--- config.mk ---
export PLATFORM = sky130hd
export DESIGN_NAME = cpm_top
export DESIGN_NICKNAME = d
export VERILOG_FILES = /design/src/logic/cpm_pkg.sv /design/src/logic/cpm_period_decode.sv /design/src/logic/cpm_top.sv
export SDC_FILE = /design/constraint.sdc
export NUM_CORES = 1
export LEC_CHECK = 0
export ABC_CLOCK_PERIOD_IN_PS = 8700
export BUFFER_PORTS_ARGS = -buffer_cell sky130_fd_sc_hd__buf_2
export CAP_MARGIN = 20
export CORE_UTILIZATION = 50
export CTS_CLUSTER_DIAMETER = 40
export DETAILED_ROUTE_END_ITERATION = 6
export PLACE_DENSITY = 0.69
export SLEW_MARGIN = 20
export SYNTH_ARGS = -nofsm -noshare
export SYNTH_HDL_FRONTEND = slang
export SYNTH_HIERARCHICAL = 1
export SYNTH_SLANG_ARGS = --single-unit
--- constraint.sdc ---
create_clock -name clk_sys_in -period 8.7 [get_ports clk_sys_in]
set_input_delay 0.87 -clock clk_sys_in [delete_from_list [all_inputs] [get_ports clk_sys_in]]
set_output_delay 0.87 -clock clk_sys_in [all_outputs]
set_load 0.02 [all_outputs]
--- src/logic/cpm_pkg.sv ---
// Behaviour
// RQ1 - on-time field sits in bits 7..3; value plus one is one unit of clocks, pin low
// RQ2 - duty 000 unmodulated; 001/010/011 give one unit on, one/two/three units off
// RQ3 - duty 100/101 give two/three units on, one off; 110 reserved, never programmed
// RQ4 - field zero gives shortest period, 31 the longest; 2 to 128 clocks
// RQ5 - carrier frequency is clock over on-time plus off-time in clocks
// RQ6 - duty 111 gates the pin with the clock, period one clock
// RQ7 - software stops modulation by pin level high before leaving duty 111
// RQ8 - pin high when level bit 1; else low for duty 0, modulated for 1 to 7 (code also drives low for reserved 110)
// RQ9 - control written during modulation takes effect at next cycle start
// RQ10 - one timer tick per period, also while the level bit stops modulation
// RQ11 - modulation start, by level bit clear or timer action, drives low at next cycle start
// RQ12 - each cycle is on phase low, then off phase high, repeating
package cpm_pkg;

    localparam int CPM_ADDR_W = 8;
    localparam int CPM_DATA_W = 8;
    localparam int CPM_CNT_W  = 7;

    // ************************************************************
    // register map
    // ************************************************************
    localparam logic [CPM_ADDR_W-1:0] CPM_MODCTL_OFS = 8'h02;
    localparam logic [CPM_ADDR_W-1:0] CPM_PINCTL_OFS = 8'h03;
    localparam logic [CPM_ADDR_W-1:0] CPM_STATUS_OFS = 8'h04;

    localparam logic [CPM_DATA_W-1:0] CPM_MODCTL_RST = 8'h00;
    localparam logic                  CPM_PINLVL_RST = 1'b0;

    localparam int CPM_ONTIME_MSB = 7;
    localparam int CPM_ONTIME_LSB = 3;
    localparam int CPM_DUTY_MSB   = 2;
    localparam int CPM_DUTY_LSB   = 0;

    localparam int CPM_ST_LEVEL  = 0;
    localparam int CPM_ST_RUN    = 1;
    localparam int CPM_ST_HF     = 2;
    localparam int CPM_ST_PEND   = 3;

    localparam logic [CPM_CNT_W-1:0] CPM_CNT_RST = 7'h00;

    typedef enum logic [2:0] {
        CPM_DUTY_OFF  = 3'h0,
        CPM_DUTY_50   = 3'h1,
        CPM_DUTY_33   = 3'h2,
        CPM_DUTY_25   = 3'h3,
        CPM_DUTY_67   = 3'h4,
        CPM_DUTY_75   = 3'h5,
        CPM_DUTY_RSVD = 3'h6,
        CPM_DUTY_HF   = 3'h7
    } cpm_duty_t;

    typedef struct packed {
        logic [4:0] on_time_field;
        cpm_duty_t  duty_select;
    } cpm_modctl_t;

    typedef struct packed {
        logic                  wr;
        logic                  rd;
        logic [CPM_ADDR_W-1:0] addr;
        logic [CPM_DATA_W-1:0] wdata;
    } cpm_bus_req_t;

endpackage

--- src/logic/cpm_period_decode.sv ---
`timescale 1ns/100ps
module cpm_period_decode (
    input  cpm_pkg::cpm_modctl_t        cfg_in,
    output logic [cpm_pkg::CPM_CNT_W-1:0] on_len_out,
    output logic [cpm_pkg::CPM_CNT_W-1:0] period_out,
    output logic                        counting_out,
    output logic                        hf_out
);
    import cpm_pkg::*;

    logic [CPM_CNT_W-1:0] unit;
    logic [1:0]           on_mult;
    logic [1:0]           off_mult;

    always_comb begin
        // RQ1 one unit
        unit     = CPM_CNT_W'({2'b00, cfg_in.on_time_field} + 7'h01);
        on_mult  = 2'h1;
        off_mult = 2'h1;
        counting_out = 1'b1;
        // RQ2 RQ3 duty table
        unique case (cfg_in.duty_select)
            CPM_DUTY_50: off_mult = 2'h1;
            CPM_DUTY_33: off_mult = 2'h2;
            CPM_DUTY_25: off_mult = 2'h3;
            CPM_DUTY_67: on_mult  = 2'h2;
            CPM_DUTY_75: on_mult  = 2'h3;
            CPM_DUTY_OFF, CPM_DUTY_RSVD, CPM_DUTY_HF: counting_out = 1'b0;
        endcase
        hf_out     = (cfg_in.duty_select == CPM_DUTY_HF);
        on_len_out = CPM_CNT_W'(unit * on_mult);
        // RQ4 RQ5 period up to 128 clocks
        period_out = CPM_CNT_W'(unit * (on_mult + off_mult) - 7'h01);
    end

endmodule

--- src/logic/cpm_top.sv ---
// The plain strobed port was decided locally.
`timescale 1ns/100ps
module cpm_top (
    input  wire logic                          clk_sys_in,
    input  wire logic                          rstn_in,
    input  wire cpm_pkg::cpm_bus_req_t         bus_in,
    output logic [cpm_pkg::CPM_DATA_W-1:0]     rdata_out,
    input  wire logic                          ovf_clear_in,
    input  wire logic                          ovf_set_in,
    output logic                               led_level_out,
    output logic                               led_clk_gate_out,
    output logic                               timer_tick_out
);
    import cpm_pkg::*;

    // ************************************************************
    // register state
    // ************************************************************
    cpm_modctl_t           modulation_control;
    cpm_modctl_t           next_modulation_control;
    logic                  pin_drive_level_bit;
    logic                  next_pin_drive_level_bit;
    logic [CPM_DATA_W-1:0] next_rdata;

    // ************************************************************
    // modulator state
    // ************************************************************
    cpm_modctl_t           active_cfg;
    cpm_modctl_t           next_active_cfg;
    logic [CPM_CNT_W-1:0]  cnt;
    logic [CPM_CNT_W-1:0]  next_cnt;
    logic                  run;
    logic                  next_run;
    logic                  next_led_level;
    logic                  next_led_clk_gate;
    logic                  next_timer_tick;

    logic [CPM_CNT_W-1:0]  cur_on_len;
    logic [CPM_CNT_W-1:0]  cur_period;
    logic                  cur_counting;
    logic                  cur_hf;
    logic [CPM_CNT_W-1:0]  nxt_on_len;
    logic [CPM_CNT_W-1:0]  nxt_period;
    logic                  nxt_counting;
    logic                  nxt_hf;
    logic                  last;

    cpm_period_decode u_dec_cur (
        .cfg_in       (active_cfg),
        .on_len_out   (cur_on_len),
        .period_out   (cur_period),
        .counting_out (cur_counting),
        .hf_out       (cur_hf)
    );

    cpm_period_decode u_dec_nxt (
        .cfg_in       (next_active_cfg),
        .on_len_out   (nxt_on_len),
        .period_out   (nxt_period),
        .counting_out (nxt_counting),
        .hf_out       (nxt_hf)
    );

    // ************************************************************
    // register access
    // ************************************************************
    always_comb begin
        next_modulation_control  = modulation_control;
        next_pin_drive_level_bit = pin_drive_level_bit;
        next_rdata               = '0;
        if (bus_in.wr) begin
            if (bus_in.addr == CPM_MODCTL_OFS) begin
                // RQ1 field layout
                next_modulation_control.on_time_field =
                    bus_in.wdata[CPM_ONTIME_MSB:CPM_ONTIME_LSB];
                next_modulation_control.duty_select =
                    cpm_duty_t'(bus_in.wdata[CPM_DUTY_MSB:CPM_DUTY_LSB]);
            end
            if (bus_in.addr == CPM_PINCTL_OFS) begin
                next_pin_drive_level_bit = bus_in.wdata[0];
            end
        end
        // RQ11 timer action; set wins, it stops the burst
        if (ovf_clear_in) begin
            next_pin_drive_level_bit = 1'b0;
        end
        if (ovf_set_in) begin
            next_pin_drive_level_bit = 1'b1;
        end
        if (bus_in.rd) begin
            unique case (bus_in.addr)
                CPM_MODCTL_OFS: next_rdata = modulation_control;
                CPM_PINCTL_OFS: next_rdata = {7'h00, pin_drive_level_bit};
                CPM_STATUS_OFS: begin
                    next_rdata[CPM_ST_LEVEL] = led_level_out;
                    next_rdata[CPM_ST_RUN]   = run;
                    next_rdata[CPM_ST_HF]    = led_clk_gate_out;
                    next_rdata[CPM_ST_PEND]  = (active_cfg != modulation_control);
                end
                default:        next_rdata = '0;
            endcase
        end
    end

    always_ff @(posedge clk_sys_in) begin
        if (!rstn_in) begin
            modulation_control  <= cpm_modctl_t'(CPM_MODCTL_RST);
            pin_drive_level_bit <= CPM_PINLVL_RST;
            rdata_out           <= '0;
        end else begin
            modulation_control  <= next_modulation_control;
            pin_drive_level_bit <= next_pin_drive_level_bit;
            rdata_out           <= next_rdata;
        end
    end

    // ************************************************************
    // period sequencing
    // ************************************************************
    always_comb begin
        last = cur_counting && (cnt == cur_period);
        // RQ9 adopt new setting at a cycle boundary, or at once while the active duty is not counting
        if (last || !cur_counting) begin
            next_active_cfg = modulation_control;
        end else begin
            next_active_cfg = active_cfg;
        end

        // RQ12 counter restarts each period, on phase first
        if (last || !nxt_counting) begin
            next_cnt = CPM_CNT_RST;
        end else if (!cur_counting) begin
            next_cnt = CPM_CNT_RST;
        end else begin
            next_cnt = CPM_CNT_W'(cnt + 7'h01);
        end

        // RQ11 start waits for the next cycle boundary
        if (pin_drive_level_bit || !nxt_counting) begin
            next_run = 1'b0;
        end else if (last || !cur_counting) begin
            next_run = 1'b1;
        end else begin
            next_run = run;
        end

        // RQ8 level bit, duty zero, modulated
        if (pin_drive_level_bit) begin
            next_led_level = 1'b1;
        end else if (next_active_cfg.duty_select == CPM_DUTY_OFF ||
                     next_active_cfg.duty_select == CPM_DUTY_RSVD) begin
            next_led_level = 1'b0;
        end else if (nxt_hf) begin
            next_led_level = 1'b1;
        end else if (next_run) begin
            // RQ12 low in on phase, high in off phase
            next_led_level = (next_cnt < nxt_on_len) ? 1'b0 : 1'b1;
        end else begin
            next_led_level = 1'b1;
        end

        // RQ6 pad gates level with the clock; RQ7 left to software
        next_led_clk_gate = !pin_drive_level_bit && nxt_hf;

        // RQ10 tick per period regardless of level bit
        next_timer_tick = last || cur_hf;
    end

    always_ff @(posedge clk_sys_in) begin
        if (!rstn_in) begin
            active_cfg       <= cpm_modctl_t'(CPM_MODCTL_RST);
            cnt              <= CPM_CNT_RST;
            run              <= 1'b0;
            led_level_out    <= CPM_PINLVL_RST;
            led_clk_gate_out <= 1'b0;
            timer_tick_out   <= 1'b0;
        end else begin
            active_cfg       <= next_active_cfg;
            cnt              <= next_cnt;
            run              <= next_run;
            led_level_out    <= next_led_level;
            led_clk_gate_out <= next_led_clk_gate;
            timer_tick_out   <= next_timer_tick;
        end
    end

endmodule

==> metrics.csv <==
stage,metric,value,unit
run_status,status,finished clean,
clocking,insertion delay to the later sink of the worst-skew pair,0.28,ns
logic_synthesis,"Avg Cell Area, Syn",8.51,um2
clocking,"Clk pin slew, worst setup/hold paths",0.08,ns
detailed_routing,Vias/cell,5.16,
layout,"final std cell area, no fill",0.00312,mm2
sta,Tightest Pin Transition,0.632,ns
clocking,H-Tree Level Count,2,
detailed_routing,final wirelength,5600,um
pwr,Peak supply drop,0.0728,mV
clocking,total CTS buffers,5,
clocking,# clock sinks,36,
floorplanning,I/O pin count,33,
floorplanning,Starting Density,0.528,
critical_path,crit path kind,reg2reg,
detailed_routing,DRT iter0 DRCs,57,
flow_run,maxcap violations,0,
sta,Final setup viols,0,
layout,share of cells above drive strength 1,0.207,
layout,P&R area growth vs syn,13.5,%
placed_design,placed wire-length estimate,4430,um
layout,most frequent cells in the layout,"dfxtp_1 (36), nor2_1 (33), buf_2 (32)",
critical_path,most frequent CP cell,ha_1,
sta,hold slack final,0.510,ns
sta,fin crit period,7.95,ns
floorplanning,Core ar.,0.00520,mm2
detailed_routing,DR DRC count,0,
placed_design,GP Congestion,0.829,
pwr,leakage,1.39,nW
placed_design,port buffer count,32,
critical_path,FF-to-FF Start,active_cfg[1],
detailed_routing,drt first pass iters,4,
min_path,hold_sp,modulation_control[7],
global_route,Tot GR Track Use,0.202,
layout,fin nets,415,
sta,Max Clock Skew,0.00372,ns
sta,fin worst setup slack,0.750,ns
global_route,initial antenna violation count,0,
detailed_routing,wire length per cell,13.0,um
sta,final period utilization,0.914,
detailed_routing,Vias,2231,
pwr,Cell Pwr Density,105,mW/mm2
floorplanning,Core Rows,26,
sta,RSZ-0062 raised after global routing,false,
floorplanning,die width,76.2,um
detailed_routing,"antenna viol nets, final",0,
global_route,first-pass GRT wire length,9560,um
critical_path,WP data required,8.85,ns
logic_synthesis,Synth warnings,6,
sta,"Slew Viols, Final",0,
sta,slew margin rel.,0.576,
clocking,Post-CTS Hold Buffers,0,
critical_path,type of element launching the critical path,flip-flop,
critical_path,Critical Path Source,active_cfg[1],
layout,Multi-input gate area,0.00187,mm2
layout,number of inserted diodes,0,
clocking,TritonCTS clock tree,built,
layout,sequential cell area,721,um2
critical_path,Crit-path slowest cell,fa_1,
critical_path,CP max stage delay,0.59,ns
floorplanning,die area,0.00580,mm2
logic_synthesis,Post-Syn Instances,323,
logic_synthesis,"Net Count, Synth",377,
min_path,worst min path class,reg2reg,
layout,"commonest non-fill, non-tap cell in the layout",dfxtp_1,
global_route,vias in the first global route,2116,
sta,fmax,126,MHz
logic_synthesis,Mapped Area,0.00275,mm2
layout,Fill cells,474,
clocking,CTS max path bufs,2,
sta,Final TNS setup,0,ns
global_route,largest net degree at the start of global routing,17,
placed_design,placed cell areas,0.00296,mm2
layout,fin util,0.600,
critical_path,"Arr. time, crit path",8.10,ns
placed_design,pre-CTS WS,0.536,ns
critical_path,crit path max fanout,8,
clocking,CTS root buf,clkbuf_8,
critical_path,CP Capture Type,flip-flop,
floorplanning,die height,76.2,um
global_route,overflow left after global routing,0,
sta,hold violation count in the final report,0,
[final timing paths]
kind | to | slack, ns | depth (start not counted)
min reg2reg | modulation_control[7] | 0.51 | 2
max reg2reg | led_level_out | 0.75 | 36
min | modulation_control[7] | 0.51 | 2
max | led_level_out | 0.75 | 36
[state kept, by name, indices dropped and copies added, names as in the netlist]
signal               count
active_cfg               8
modulation_control       8
rdata_out                8
cnt                      7
led_clk_gate_out         1
led_level_out            1
pin_drive_level_bit      1
run                      1
timer_tick_out           1
[area by class of cell]
class	count	share of cell area
Inverter	31	0.0373
Timing Repair Buffer	39	0.0681
Clock inverter	3	0.0136
Clock buffer	5	0.0220
Tap cell	70	0.0281
Multi-Input combinational cell	248	0.600
Sequential cell	36	0.231
[what timing repair did]
| item | 4_1_cts | 5_1_grt |
|---|---|---|
| buffers inserted | 0 | 6 |
| setup endpoints to repair | 0 | 1 |
| resized for setup | 0 | 2 |
[power breakdown]
part / leakage, nW / total, mW / switching [mW] / internal, mW
combinational: 1.04 / 0.0145 / 0.00809 / 0.00643
sequential: 0.290 / 0.166 / 0.00117 / 0.165
clock: 0.0541 / 0.147 / 0.0619 / 0.0848
[stage by stage]
| stage | power (mW) | std cells |
|---|---|---|
| final | 0.328 | 432 |
| after global routing | 0.341 | 432 |
| after CTS | 0.330 | 426 |
| after detailed placement | 0.185 | 418 |
| after global placement | 0.184 | 418 |
| after floorplan | 0.177 | 323 |
[critical path, delay by kind of cell, from the launching register on]
family	cells	cell delay, ns
buf+inv	6	0.46
mux	1	0.32
xor+xnor	3	0.46
fa+ha+maj	8	2.47
flops	1	0.46
simple gates	6	1.56
compound gates	12	2.08
[layer usage]
| layer | vias up | GRT usage | part of all wire |
|---|---|---|---|
| li1 | 1148 | - | - |
| met1 | 1032 | 0.271 | 0.49 |
| met2 | 46 | 0.341 | 0.47 |
| met3 | 5 | 0.0359 | 0.036 |
| met4 | 0 | 0.0404 | 0.0075 |
| met5 | - | 0 | 0 |
(Power assumes the default switching activity.)
